--- config.mk ---
export PLATFORM = sky130hd
export DESIGN_NAME = lwpr_config_regs
export DESIGN_NICKNAME = d
export VERILOG_FILES = /design/src/shared/lwprof_pkg.sv /design/src/shared/lwpr_val_if.sv /design/src/hw/lwpr_config_regs.sv /design/src/hw/lwpr_val_counter.sv
export SDC_FILE = /design/constraint.sdc
export NUM_CORES = 1
export LEC_CHECK = 0
export ABC_AREA = 1
export BUFFER_PORTS_ARGS = -buffer_cell sky130_fd_sc_hd__buf_2
export CAP_MARGIN = 10
export CORE_MARGIN = 2
export CORE_UTILIZATION = 55
export DETAILED_ROUTE_END_ITERATION = 6
export PLACE_DENSITY = 0.83
export SYNTH_ARGS = -nofsm -noshare
export SYNTH_HDL_FRONTEND = slang
export SYNTH_SLANG_ARGS = --single-unit
--- constraint.sdc ---
create_clock -name clock -period 2.8 [get_ports clock]
set_input_delay 0.28 -clock clock [delete_from_list [all_inputs] [get_ports clock]]
set_output_delay 0.28 -clock clock [all_outputs]
set_load 0.02 [all_outputs]
--- src/shared/lwprof_pkg.sv ---
package lwprof_pkg;
    localparam logic [31:0] CFG_ADDR         = 32'hc000_0105;
    localparam logic [31:0] CBADDR_ADDR      = 32'hc000_0106;
    localparam logic [63:0] CFG_RESET        = 64'h0000_0000_0000_0000;
    localparam logic [63:0] CBADDR_RESET     = 64'h0000_0000_0000_0000;
    localparam int          BIT_VALUE        = 1;
    localparam int          BIT_RET_INSTR    = 2;
    localparam int          BIT_RET_BRANCH   = 3;
    localparam int          BIT_DC_MISS      = 4;
    localparam int          BIT_CLK          = 5;
    localparam int          BIT_REFCLK       = 6;
    localparam int          BIT_CONTINUOUS   = 29;
    localparam int          BIT_TIMESTAMP    = 30;
    localparam int          BIT_INT          = 31;
    localparam int          CORE_LSB         = 32;
    localparam int          VEC_LSB          = 40;
    localparam int          XFM_BIT          = 62;
    localparam logic [63:0] CFG_DEFINED_MASK = 64'h0000_ffff_e000_007e;
    localparam logic [63:0] CAP_FEATURE_MASK = 64'h0000_0000_e000_007e;
    localparam logic [63:0] CAP_DEFAULT      = 64'h0000_0000_e000_007e;

    typedef enum logic [2:0] {
        LWPR_OP_NONE,
        LWPR_OP_LOAD,
        LWPR_OP_STORE,
        LWPR_OP_INSERT,
        LWPR_OP_VALUE
    } lwpr_op_t;
endpackage

--- src/shared/lwpr_val_if.sv ---
interface lwpr_val_if;
    logic        load;
    logic [31:0] count;
    logic        dec;
    logic        fire;
    logic [31:0] counter;
    modport ctl (output load, output count, output dec, input fire, input counter);
    modport cnt (input load, input count, input dec, output fire, output counter);
endinterface

--- src/hw/lwpr_config_regs.sv ---
// What this block does
// - Config write with unsupported feature bit faults and is not stored.
// - Bits 1..6 allow value sample and five counted events.
// - Bit 29 selects continuous mode, else synchronized mode.
// - Bit 30 enables timestamp in records when the counter exists.
// - Bit 31 allows threshold interrupts.
// - Bits 47:40 give the threshold interrupt vector.
// - Bits 39:32 give the core identifier copied into records.
// - Config register resets to zero.
// - Config bits 31:1 are exposed through the capability query.
// - Address read returns held address with no flush.
// - Non-zero register write of the address faults.
// - Writing zero to the address discards state; it stops profiling unless a same-cycle load installs a valid address.
// - Address held is linear; store subtracts the current data segment base.
// - Address register resets to zero.
// - Profiling instructions fault invalid opcode if unsupported or mask bit clear.
// - Insert instruction writes a record each execution while profiling is enabled, unless a value-sample record is due in that cycle and takes its place.
// - Value sample uses its own counter, records once every val_interval+1 samples.
// - Load installs address and enables only for a valid block.
// - Store reports active address or zero when off.
module lwpr_config_regs #(
    parameter logic [63:0] CAPS = lwprof_pkg::CAP_DEFAULT
) (
    input  wire logic        clock,
    input  wire logic        rst,
    input  wire logic        ce,
    input  wire logic        facility_present,
    input  wire logic [63:0] extended_feature_mask,
    input  wire logic        reg_rd,
    input  wire logic        reg_wr,
    input  wire logic [31:0] reg_addr,
    input  wire logic [63:0] reg_wdata,
    output logic      [63:0] reg_rdata,
    output logic             reg_ack,
    output logic             general_protection_fault,
    input  wire logic [2:0]  instr_op,
    input  wire logic [63:0] instr_addr,
    input  wire logic [63:0] data_segment_base,
    input  wire logic        block_valid,
    input  wire logic [31:0] val_interval,
    output logic             invalid_opcode_fault,
    output logic      [63:0] instr_result,
    output logic             instr_done,
    output logic             record_write,
    output logic      [7:0]  record_event_id,
    output logic      [7:0]  record_core_id,
    output logic             record_timestamp_en,
    output logic             profiling_enabled,
    output logic             discard_state,
    output logic             continuous_mode,
    output logic             threshold_int_allow,
    output logic      [7:0]  threshold_vector,
    output logic      [5:0]  event_allow,
    output logic      [31:0] capability_query
);
    typedef struct packed {
        logic [63:0] cfg;
        logic [63:0] cbaddr;
        logic [63:0] rdata;
        logic        ack;
        logic        gp;
        logic        ud;
        logic [63:0] result;
        logic        done;
        logic        rec;
        logic [7:0]  rec_id;
        logic        discard;
        logic        en;
    } lwpr_state_t;

    lwpr_state_t s_q;
    lwpr_state_t s_d;
    lwpr_val_if  vif ();

    lwpr_val_counter u_val (
        .clock (clock),
        .rst   (rst),
        .ce    (ce),
        .vif   (vif)
    );

    function automatic logic bad_cfg(input logic [63:0] v);
        bad_cfg = |(v & ~(CAPS & lwprof_pkg::CAP_FEATURE_MASK | lwprof_pkg::CFG_DEFINED_MASK
                  & ~lwprof_pkg::CAP_FEATURE_MASK));
    endfunction

    typedef lwprof_pkg::lwpr_op_t lwpr_op_local_t;

    logic           avail;
    logic           enabled;
    lwpr_op_local_t op;
    // Helpers read only by the assertions below
    logic           reg_idle;
    logic           cfg_wr_ok;

    assign avail   = facility_present && extended_feature_mask[lwprof_pkg::XFM_BIT];
    assign enabled = s_q.en;
    assign op      = lwpr_op_local_t'(instr_op);

    assign reg_idle  = !reg_rd && !reg_wr;
    assign cfg_wr_ok = ce && reg_wr && !reg_rd && reg_addr == lwprof_pkg::CFG_ADDR
                       && !bad_cfg(reg_wdata) && op == lwprof_pkg::LWPR_OP_NONE;

    assign vif.count = val_interval;
    assign vif.load  = ce && avail && op == lwprof_pkg::LWPR_OP_LOAD && block_valid;
    assign vif.dec   = ce && avail && op == lwprof_pkg::LWPR_OP_VALUE && enabled
                       && s_q.cfg[lwprof_pkg::BIT_VALUE];

    always_comb begin
        s_d = s_q;
        s_d.ack     = 1'b0;
        s_d.gp      = 1'b0;
        s_d.ud      = 1'b0;
        s_d.done    = 1'b0;
        s_d.rec     = 1'b0;
        s_d.discard = 1'b0;
        if (reg_rd) begin
            s_d.ack = 1'b1;
            if (reg_addr == lwprof_pkg::CFG_ADDR) begin
                s_d.rdata = s_q.cfg;
            end else if (reg_addr == lwprof_pkg::CBADDR_ADDR) begin
                s_d.rdata = s_q.cbaddr; // No flush side effect
            end else begin
                s_d.rdata = 64'h0000_0000_0000_0000;
                s_d.gp = 1'b1;
            end
        end else if (reg_wr) begin
            s_d.ack = 1'b1;
            if (reg_addr == lwprof_pkg::CFG_ADDR) begin
                if (bad_cfg(reg_wdata)) begin
                    s_d.gp = 1'b1;
                end else begin
                    s_d.cfg = reg_wdata;
                end
            end else if (reg_addr == lwprof_pkg::CBADDR_ADDR) begin
                if (reg_wdata != 64'h0000_0000_0000_0000) begin
                    s_d.gp = 1'b1;
                end else begin
                    s_d.cbaddr = 64'h0000_0000_0000_0000;
                    s_d.discard = 1'b1;
                end
            end else begin
                s_d.gp = 1'b1;
            end
        end
        if (op != lwprof_pkg::LWPR_OP_NONE) begin
            s_d.done = 1'b1;
            if (!avail) begin
                s_d.ud = 1'b1;
            end else begin
                case (op)
                    lwprof_pkg::LWPR_OP_LOAD: begin
                        if (instr_addr == 64'h0000_0000_0000_0000) begin
                            s_d.cbaddr = 64'h0000_0000_0000_0000;
                        end else if (block_valid) begin
                            // Stored linear so later accesses skip the segment base
                            s_d.cbaddr = instr_addr + data_segment_base;
                        end else begin
                            s_d.gp = 1'b1;
                            s_d.cbaddr = 64'h0000_0000_0000_0000;
                        end
                    end
                    lwprof_pkg::LWPR_OP_STORE: begin
                        // Effective address back out; zero when off
                        s_d.result = enabled ? s_q.cbaddr - data_segment_base
                                             : 64'h0000_0000_0000_0000;
                    end
                    lwprof_pkg::LWPR_OP_INSERT: begin
                        if (enabled) begin
                            s_d.rec = 1'b1;
                            s_d.rec_id = 8'hff;
                        end
                    end
                    default: begin
                    end
                endcase
            end
        end
        if (vif.fire) begin
            s_d.rec = 1'b1;
            s_d.rec_id = 8'h01;
        end
        // Kept as a flop so the enable output does not hang off a 64-bit compare
        s_d.en = s_d.cbaddr != 64'h0000_0000_0000_0000;
    end

    always_ff @(posedge clock) begin
        if (rst) begin
            s_q        <= '0;
            s_q.cfg    <= lwprof_pkg::CFG_RESET;
            s_q.cbaddr <= lwprof_pkg::CBADDR_RESET;
        end else if (ce) begin
            s_q <= s_d;
        end
    end

    assign reg_rdata                = s_q.rdata;
    assign reg_ack                  = s_q.ack;
    assign general_protection_fault = s_q.gp;
    assign invalid_opcode_fault     = s_q.ud;
    assign instr_result             = s_q.result;
    assign instr_done               = s_q.done;
    assign record_write             = s_q.rec;
    assign record_event_id          = s_q.rec_id;
    assign record_core_id           = s_q.cfg[lwprof_pkg::CORE_LSB +: 8];
    assign record_timestamp_en      = s_q.cfg[lwprof_pkg::BIT_TIMESTAMP]
                                      && CAPS[lwprof_pkg::BIT_TIMESTAMP];
    assign profiling_enabled        = s_q.en;
    assign discard_state            = s_q.discard;
    assign continuous_mode          = s_q.cfg[lwprof_pkg::BIT_CONTINUOUS];
    assign threshold_int_allow      = s_q.cfg[lwprof_pkg::BIT_INT];
    assign threshold_vector         = s_q.cfg[lwprof_pkg::VEC_LSB +: 8];
    assign event_allow              = s_q.cfg[lwprof_pkg::BIT_REFCLK:lwprof_pkg::BIT_VALUE];
    assign capability_query         = {s_q.cfg[31:1], 1'b0};

    AST_CFG_GP: assert property (@(posedge clock) disable iff (rst)
        ce && reg_wr && !reg_rd && reg_addr == lwprof_pkg::CFG_ADDR && bad_cfg(reg_wdata)
        |=> general_protection_fault && $stable(s_q.cfg))
        else $error("bad config write not faulted");
    AST_CB_GP: assert property (@(posedge clock) disable iff (rst)
        ce && reg_wr && !reg_rd && reg_addr == lwprof_pkg::CBADDR_ADDR && reg_wdata != 64'h0
        && op == lwprof_pkg::LWPR_OP_NONE |=> general_protection_fault && $stable(s_q.cbaddr))
        else $error("nonzero address write not faulted");
    AST_CB_ZERO: assert property (@(posedge clock) disable iff (rst)
        ce && reg_wr && !reg_rd && reg_addr == lwprof_pkg::CBADDR_ADDR && reg_wdata == 64'h0
        && op == lwprof_pkg::LWPR_OP_NONE |=> !profiling_enabled && discard_state)
        else $error("zero write did not stop");
    AST_UD: assert property (@(posedge clock) disable iff (rst)
        ce && !avail && op != lwprof_pkg::LWPR_OP_NONE |=> invalid_opcode_fault)
        else $error("missing invalid opcode fault");
    AST_RESERVED: assert property (@(posedge clock) disable iff (rst)
        (s_q.cfg & ~lwprof_pkg::CFG_DEFINED_MASK) == 64'h0)
        else $error("reserved config bit set");
    AST_CAPQ: assert property (@(posedge clock) disable iff (rst)
        capability_query[31:1] == s_q.cfg[31:1] && !capability_query[0])
        else $error("capability query mismatch");
    AST_INSERT: assert property (@(posedge clock) disable iff (rst)
        ce && avail && enabled && op == lwprof_pkg::LWPR_OP_INSERT |=> record_write)
        else $error("insert wrote no record");
    AST_STORE: assert property (@(posedge clock) disable iff (rst)
        ce && avail && !enabled && op == lwprof_pkg::LWPR_OP_STORE |=> instr_result == 64'h0)
        else $error("store while off not zero");
    AST_LOAD_BAD: assert property (@(posedge clock) disable iff (rst)
        ce && avail && op == lwprof_pkg::LWPR_OP_LOAD && !block_valid |=> !profiling_enabled)
        else $error("invalid block enabled profiling");

    // Only feature bits covered by the capability parameter may ever be held
    AST_CAP_ONLY: assert property (@(posedge clock) disable iff (rst)
        (s_q.cfg & lwprof_pkg::CAP_FEATURE_MASK & ~CAPS) == 64'h0000_0000_0000_0000)
        else $error("unsupported feature bit held");
    AST_CFG_STORE: assert property (@(posedge clock) disable iff (rst)
        cfg_wr_ok |=> s_q.cfg == $past(reg_wdata) && !general_protection_fault)
        else $error("good config write not stored");
    AST_ACK: assert property (@(posedge clock) disable iff (rst)
        ce && (reg_rd || reg_wr) |=> reg_ack)
        else $error("register access not acknowledged");
    AST_VALUE_GATE: assert property (@(posedge clock) disable iff (rst)
        ce && op == lwprof_pkg::LWPR_OP_VALUE && !s_q.cfg[lwprof_pkg::BIT_VALUE] |-> !vif.dec)
        else $error("value sample counted while not allowed");
    AST_CONTINUOUS_MODE_ENABLE: assert property (@(posedge clock) disable iff (rst)
        cfg_wr_ok && !reg_wdata[lwprof_pkg::BIT_CONTINUOUS] |=> !continuous_mode)
        else $error("continuous mode without its bit");
    AST_TS: assert property (@(posedge clock) disable iff (rst)
        record_timestamp_en |-> CAPS[lwprof_pkg::BIT_TIMESTAMP])
        else $error("timestamp enabled without counter");
    AST_INT_CAP: assert property (@(posedge clock) disable iff (rst)
        threshold_int_allow |-> CAPS[lwprof_pkg::BIT_INT])
        else $error("threshold interrupt allowed though unsupported");
    AST_VEC: assert property (@(posedge clock) disable iff (rst)
        cfg_wr_ok |=> threshold_vector == $past(reg_wdata[lwprof_pkg::VEC_LSB +: 8]))
        else $error("vector not taken from config");
    AST_CORE: assert property (@(posedge clock) disable iff (rst)
        cfg_wr_ok |=> record_core_id == $past(reg_wdata[lwprof_pkg::CORE_LSB +: 8]))
        else $error("core id not taken from config");

    // Reset checks must not be disabled by the reset they watch
    AST_RST_CFG: assert property (@(posedge clock)
        rst |=> s_q.cfg == lwprof_pkg::CFG_RESET)
        else $error("config not cleared by reset");
    AST_RST_CB: assert property (@(posedge clock)
        rst |=> s_q.cbaddr == lwprof_pkg::CBADDR_RESET && !profiling_enabled)
        else $error("address not cleared by reset");

    AST_CB_READ: assert property (@(posedge clock) disable iff (rst)
        ce && reg_rd && reg_addr == lwprof_pkg::CBADDR_ADDR && op == lwprof_pkg::LWPR_OP_NONE
        |=> reg_rdata == $past(s_q.cbaddr) && !discard_state && $stable(s_q.cbaddr))
        else $error("address read disturbed state");
    AST_EN_COPY: assert property (@(posedge clock) disable iff (rst)
        profiling_enabled == (s_q.cbaddr != 64'h0000_0000_0000_0000))
        else $error("enable flag out of step with address");
    AST_LOAD_OK: assert property (@(posedge clock) disable iff (rst)
        ce && avail && op == lwprof_pkg::LWPR_OP_LOAD && block_valid && reg_idle
        && instr_addr != 64'h0 |=> profiling_enabled && !general_protection_fault)
        else $error("valid block not loaded");
    // Segment base is folded in once at load; store subtracts the current base afterwards
    AST_LINEAR: assert property (@(posedge clock) disable iff (rst)
        ce && avail && op == lwprof_pkg::LWPR_OP_LOAD && block_valid && reg_idle
        && instr_addr != 64'h0 |=> s_q.cbaddr == $past(instr_addr + data_segment_base))
        else $error("address not stored linear");
    AST_UD_KEEP: assert property (@(posedge clock) disable iff (rst)
        ce && !avail && op != lwprof_pkg::LWPR_OP_NONE && reg_idle
        |=> $stable(s_q.cbaddr) && $stable(instr_result))
        else $error("faulted instruction changed state");
    AST_DONE: assert property (@(posedge clock) disable iff (rst)
        ce && op != lwprof_pkg::LWPR_OP_NONE |=> instr_done)
        else $error("instruction not completed");
    AST_INSERT_ID: assert property (@(posedge clock) disable iff (rst)
        ce && avail && enabled && op == lwprof_pkg::LWPR_OP_INSERT && !vif.fire
        |=> record_event_id == 8'hff)
        else $error("insert record carries wrong id");
    AST_VALUE_REC: assert property (@(posedge clock) disable iff (rst)
        ce && vif.fire |=> record_write && record_event_id == 8'h01)
        else $error("value sample record missing");
    AST_FIRE_SRC: assert property (@(posedge clock) disable iff (rst)
        ce && !vif.dec && !vif.load |=> !vif.fire)
        else $error("value record without a decrement");
    AST_STORE_ON: assert property (@(posedge clock) disable iff (rst)
        ce && avail && enabled && op == lwprof_pkg::LWPR_OP_STORE
        |=> instr_result == $past(s_q.cbaddr - data_segment_base))
        else $error("store returned wrong address");

    COV_LOAD: cover property (@(posedge clock) disable iff (rst)
        ce && avail && op == lwprof_pkg::LWPR_OP_LOAD && block_valid ##1 profiling_enabled);
    COV_VALUE: cover property (@(posedge clock) disable iff (rst) vif.fire);
    COV_STOP: cover property (@(posedge clock) disable iff (rst) profiling_enabled ##1 discard_state);
    COV_INSERT: cover property (@(posedge clock) disable iff (rst)
        record_write && record_event_id == 8'hff);
    COV_REFUSED: cover property (@(posedge clock) disable iff (rst) general_protection_fault);
endmodule

--- src/hw/lwpr_val_counter.sv ---
module lwpr_val_counter (
    input  wire logic clock,
    input  wire logic rst,
    input  wire logic ce,
    lwpr_val_if.cnt   vif
);
    typedef struct packed {
        logic [31:0] cnt;
        logic        fire;
    } lwpr_cnt_state_t;

    lwpr_cnt_state_t s_q;
    lwpr_cnt_state_t s_d;
    logic [31:0]     nxt;

    always_comb begin
        s_d = s_q;
        nxt = s_q.cnt - 32'h0000_0001;
        s_d.fire = 1'b0;
        if (vif.load) begin
            s_d.cnt = vif.count;
        end else if (vif.dec) begin
            // Record only when the counter goes negative
            if (nxt[31]) begin
                s_d.fire = 1'b1;
                s_d.cnt = vif.count;
            end else begin
                s_d.cnt = nxt;
            end
        end
    end

    always_ff @(posedge clock) begin
        if (rst) begin
            s_q <= '0;
        end else if (ce) begin
            s_q <= s_d;
        end
    end

    assign vif.fire    = s_q.fire;
    assign vif.counter = s_q.cnt;
endmodule

Word level (Yosys, flattened, before mapping) --
Cells that the tools add are included.
Cells by class: add/subtract/negate cells 3, reduce and logical (&&, ||, !) cells 22, bitwise operators 2, multiplexer cells 43, equality and inequality tests 6
Operators with widths (count):
- 64-bit two-way mux | 15
- 64-bit nonzero test | 2
- 76-bit two-way mux | 1
- 64-bit adder | 1
- 32-bit equality test, second input constant | 2
- 64-bit logical NOT | 1
- 32-bit two-way mux | 2
- 64-bit subtractor | 1
- 39-bit OR reduction | 1
- 9-bit two-way mux | 4
- 33-bit two-way mux | 1
- 32-bit by 1-bit subtractor with 32-bit output, second input constant | 1
- 1-bit two-way mux | 18
- 5-bit AND reduction | 2
- 2-bit nonzero test | 5
- 1-bit logical AND | 7
- 3-bit by 2-bit equality test with 1-bit output, second input constant | 2
- 2-bit two-way mux | 2
- 2-bit AND reduction | 2
- 4-bit AND reduction | 1
- 3-bit by 1-bit equality test with 1-bit output, second input constant | 1
- 3-bit equality test, second input constant | 1
- 3-bit nonzero test | 1
- 1-bit NOT | 2
Storage, ports and cells: bits in registers 304

Longest topological paths before layout --
word-level depth 12, gate-level depth with buffers 25, depth with buffers taken out 25

Cells and area by module --
A second synthesis with hierarchy kept.
Second synthesis, totals: cell total of the unflattened synthesis 4300, area total of the unflattened synthesis 25381.8 µm²
Modules (own cells, without submodules):
- lwpr_config_regs | times used 1, area each 22622.9 µm², cells an instance 3807
- lwpr_val_counter | times used 1, area each 2758.9 µm², cells an instance 493

Worst setup path before layout --
No wires, ideal clock.
path kind input port to flip-flop, start in instr_addr[0], end reg s_q, in the netlist profiling_enabled, setup slack 403 ps, arrival time 2288 ps, cell stages on the path 25, buffers on the path 0, cells stage by stage ha_1 inv_1 fa_1 inv_1 nand2_1 nand2_1 nand3_1 nand2_1 nand2_1 nand2_1 nand2_1 nand2_1 nand2_1 nand2_1 nand2_1 nand3_1 nand2_1 nor2_1 nand2_1 nor2_1 nand2_1 nor2_1 nand3_1 nand2_1 inv_1
Between the ends: word-level cells in the longest chain between the ends 7, elaborated cells on any way between the ends 8
Ends and longest elaborated chain:
- from (decl) | line lwpr_config_regs.sv:37 | input wire logic [63:0] instr_addr,
- 64-bit adder | line lwpr_config_regs.sv:157 | s_d.cbaddr = instr_addr + data_segment_base;
- 64-bit two-way mux | line lwpr_config_regs.sv:155 | end else if (block_valid) begin
- 64-bit two-way mux (*) | line lwpr_config_regs.sv:153 | if (instr_addr == 64'h0000_0000_0000_0000) begin
- 64-bit two-way mux (*) | line lwpr_config_regs.sv:151 | case (op)
- 64-bit two-way mux (*) | line lwpr_config_regs.sv:148 | if (!avail) begin
- 64-bit two-way mux (*) | line lwpr_config_regs.sv:146 | if (op != lwprof_pkg::LWPR_OP_NONE) begin
- 64-bit nonzero test (*) | line lwpr_config_regs.sv:184 | s_d.en = s_d.cbaddr != 64'h0000_0000_0000_0000;
- to (decl) | line lwpr_config_regs.sv:71 | lwpr_state_t s_q;
Every way passes the cells marked *; elsewhere a longest branch is shown, timed or not. A chain may end at the register's enable or synchronous reset.

Final worst setup path --
start in reg_wdata[38], end reg s_q, in the netlist profiling_enabled
Between the ends: word-level cells in the longest chain between the ends 10
Ends and longest elaborated chain:
- from (decl) | line lwpr_config_regs.sv:32 | input wire logic [63:0] reg_wdata,
- 64-bit nonzero test (*) | line lwpr_config_regs.sv:136 | if (reg_wdata != 64'h0000_0000_0000_0000) begin
- 64-bit two-way mux (*) | line lwpr_config_regs.sv:136
- 64-bit two-way mux (*) | line lwpr_config_regs.sv:135 | end else if (reg_addr == lwprof_pkg::CBADDR_ADDR) begin
- 64-bit two-way mux (*) | line lwpr_config_regs.sv:129 | if (reg_addr == lwprof_pkg::CFG_ADDR) begin
- 64-bit two-way mux (*) | line lwpr_config_regs.sv:127 | end else if (reg_wr) begin
- 64-bit two-way mux (*) | line lwpr_config_regs.sv:117 | if (reg_rd) begin
- 64-bit two-way mux | line lwpr_config_regs.sv:151
- 64-bit two-way mux | line lwpr_config_regs.sv:148
- 64-bit two-way mux (*) | line lwpr_config_regs.sv:146
- 64-bit nonzero test (*) | line lwpr_config_regs.sv:184
Marks and branches as above.

==> out/results.tsv <==
stage	metric	value	unit
logic_synthesis	ys_warn_count	0	
finish	final_common_cell	nand2_1	
finish	drive_gt1_frac	0.2065	
finish	final_cell_count_no_fill	5576	
power	switching_share	0.3467	
grt	grt_pass1_wl	154.1	mm
min_path	min_from	val_interval[15]	
timing	finalHoldViolCount	0	
logic_synthesis	synth-xor-area-share	0.01326	
timing	rsz0062_at_grt	true	
die	num_rows	79	
logic_synthesis	synthCells	4347	
clock_network	htree_num_levels	1	
finish	syn_to_final_growth	22.37	%
die	dieArea	0.04842	mm²
clock_network	clkTransAtPathRegs	0.07	ns
clock_network	cts_tree	done	
outcome	status	finished clean	
die	num_io_pins	530	
critical_path	startpoint_type	primary input	
timing	setup_violations	0	
timing	max_freq	0.3737	GHz
critical_path	required	3.27	ns
clock_network	clockBufferDepth	3	
critical_path	r2r-end	instr_result[56]	
timing	period_share	0.9557	
placement	io_buffers	465	
logic_synthesis	synthSimpleGateAreaFrac	0.3229	
drt	first_iter_violations	3599	
die	core	0.04626	mm²
power	ir_drop	0.4993	mV
grt	grt_max_degree	162	
critical_path	critPathKind	in -> reg	
placement	place_area	0.03000	mm²
timing	setup_tns	0	ns
critical_path	r2r_start	s_q[158]	
drt	drc	0	
drt	vias	30290	
timing	drv_slew	0	
drt	routed_wl	106.4	mm
power	combinationalPowerShare	0.315	
logic_synthesis	synth-edff-count	0	
placement	place_ws	-0.3732	ns
die	die_y	220.0	µm
logic_synthesis	synth_top_family_by_area	simple AND/OR/NAND/NOR gates	
logic_synthesis	netlist_area	0.02567	mm²
logic_synthesis	synth_area_per_cell	5.905	µm²
power	intPower	8.344	mW
clock_network	cts_buffers	31	
clock_network	clock_latency	0.60	ns
grt	grt_usage	0.4167	
finish	nets	5407	
grt	grt_pass1_vias	27040	
logic_synthesis	synth_fa_ha_area_frac	0.06346	
logic_synthesis	synthFlopType	dfxtp_1	
critical_path	crit_end	profiling_enabled	
finish	diodes	0	
finish	final_cell_mix	nand2_1, inv_1, buf_2	
critical_path	cp.arrival	3.15	ns
finish	post-route-cell-area	0.03141	mm²
logic_synthesis	synth_nets	4806	
power	p_seq_frac	0.351	
drt	antenna_left	0	
placement	gp_congestion	1.086	
timing	tightestPinTransition	0.8183	ns
timing	fin_worst_skew	0.03165	ns
critical_path	crit_start	reg_wdata[38]	
drt	wire_per_inst	19.08	µm
logic_synthesis	synth_compound_area_frac	0.1657	
grt	grt-ovfl-total	0	
clock_network	clock-sinks	298	
logic_synthesis	yosysUniqueCellTypes	54	
timing	layout_setup_ws	0.1240	ns
drt	post_drt_via_cell_ratio	5.432	
logic_synthesis	yosys-mux-area-fraction	0	
finish	n_fill_cell	4255	
placement	dp.cells	5504	
min_path	holdCritPathClass	in -> reg	
die	initial_utilization	0.5549	
critical_path	r2r_cells	14	
clock_network	clock-root-buffer	clkbuf_16	
grt	grt_antenna_before_repair	3	
power	p_clk_frac	0.334	
critical_path	r2r_slack	0.16	ns
timing	slew_headroom	0.4544	
timing	fin_crit	2.676	ns
logic_synthesis	yosysTopAreaCell	dfxtp_1	
power	leakage	17.74	nW
critical_path	cp-end-kind	flop	
timing	worst_hold_slack	0.002925	ns
drt	drtPass1Iterations	7	
power	p_per_area	406.6	mW/mm²
logic_synthesis	ys_ff_latch	298	
logic_synthesis	ys_async_sr_fraction	0	
logic_synthesis	synth_top_cell_area_share	0.2324	
logic_synthesis	synthTopCellsByArea	dfxtp_1, nand2_1, inv_1, nor2_1, ha_1	
run	max_cap_viol_count	0	
die	die-width	220.0	µm
logic_synthesis	seq_area_frac_synth	0.2324	
power	switchingPower	4.429	mW
placement	dp_hpwl	87.60	mm
critical_path	worstPathMaxFanout	8	
[state kept, by name (all words and copies together), names as in the netlist]
register                  count
capability_query             31
discard_state                 1
general_protection_fault      1
instr_done                    1
instr_result                 64
invalid_opcode_fault          1
profiling_enabled             1
record_core_id                8
record_event_id               2
record_write                  1
reg_ack                       1
reg_rdata                    64
s_q                          81
threshold_vector              8
u_val.vif.counter            32
u_val.vif.fire                1
[per-layer routing]
layer | up-vias | part of all wire | track usage
met4 | 8 | 0.058 | 0.1953
met1 | 13670 | 0.42 | 0.5671
met3 | 305 | 0.11 | 0.08834
met2 | 1575 | 0.42 | 0.6256
met5 | - | 0.00092 | 0.009375
li1 | 14740 | - | -
[critical path: stages]
cell and delay [ns]:
dlygate4sd3_1 0.54, buf_2 0.15, nor4_4 0.23, buf_4 0.16, nand3_2 0.08, nor2_2 0.13, nand4_1 0.12, buf_6 0.17
buf_6 0.14, clkbuf_16 0.15, nand3_1 0.08, o21ai_2 0.08, nor2_1 0.11, nand2_1 0.08, nor2_2 0.13, nand2_2 0.08
nor2_4 0.21, nand3_1 0.10, nand2_1 0.07, inv_1 0.04
[through the flow]
| stage | total power [mW] | util |
|---|---|---|
| 2_1_floorplan | 6.664 | - |
| 3_3_place_gp | 8.346 | 0.6484 |
| 3_5_place_dp | 8.381 | 0.6484 |
| 4_1_cts | 12.56 | 0.6729 |
| 5_1_grt | 13.23 | 0.6790 |
| 6_report | 12.77 | 0.6790 |
[worst min path at each step]
stage                                       end  slack, ns  cells past startpoint
final                     u_val.vif.counter[15]      0.003                      5
after global routing        threshold_vector[0]       0.02                      3
after CTS                   threshold_vector[3]     0.0006                      3
after detailed placement               s_q[266]       0.45                      2
after global placement                 s_q[258]       0.44                      2
after floorplan           u_val.vif.counter[31]       0.42                      2
[repair_timing]
item,in CTS,in global routing
gates cloned,0,2
resized for setup,3,66
hold endpoints to repair,11,0
setup buffers,0,6
pin swaps,0,17
setup endpoints to repair,3,30
hold buffers,11,0
[layout make-up]
cell class	count	area, µm²	share of cell area
Multi-Input combinational cell	2876	14720	0.4685
Timing Repair Buffer	882	5728	0.1824
Inverter	859	3232	0.1029
Tap cell	607	759.5	0.02418
Sequential cell	298	5966	0.1899
Clock inverter	13	177.7	0.005656
Clock buffer	41	833.3	0.02653
[cell usage after synthesis, drive strengths merged (3+ instances only)]
| cell | instances |
|---|---|
| a211oi | 29 |
| a21boi | 45 |
| a21o | 6 |
| a21oi | 270 |
| a22o | 6 |
| a31oi | 17 |
| and2 | 6 |
| buf | 212 |
| clkbuf | 102 |
| clkinv | 3 |
| dfxtp | 298 |
| ha | 127 |
| inv | 856 |
| nand2 | 1072 |
| nand3 | 276 |
| nand3b | 18 |
| nand4 | 33 |
| nor2 | 472 |
| nor3 | 48 |
| nor4 | 17 |
| o211ai | 22 |
| o21a | 9 |
| o21ai | 237 |
| o21bai | 11 |
| o221ai | 64 |
| or2 | 39 |
| xnor2 | 8 |
| xor2 | 30 |
[cell families (layout without fill, tap and decap cells)]
logic type	Yosys count	after routing
AND/OR/NAND/NOR	1983	1983
buffers and inverters	1173	1795
AO/OA/AOI/OAI	725	725
flip-flops	298	298
adder cells (fa/ha/maj)	129	129
XOR/XNOR	38	38
other	1	1
[power by group through the flow]
| stage | combinational, mW | sequential (mW) | clock [mW] |
|---|---|---|---|
| 6_report | 4.03 | 4.48 | 4.26 |
| 5_1_grt | 4.36 | 4.49 | 4.39 |
| 4_1_cts | 3.86 | 4.47 | 4.23 |
| 3_5_place_dp | 3.81 | 4.57 | 0 |
| 3_3_place_gp | 3.78 | 4.56 | 0 |
| 2_1_floorplan | 2.13 | 4.53 | 0 |
Note: power is estimated with default switching activity, not from simulation.
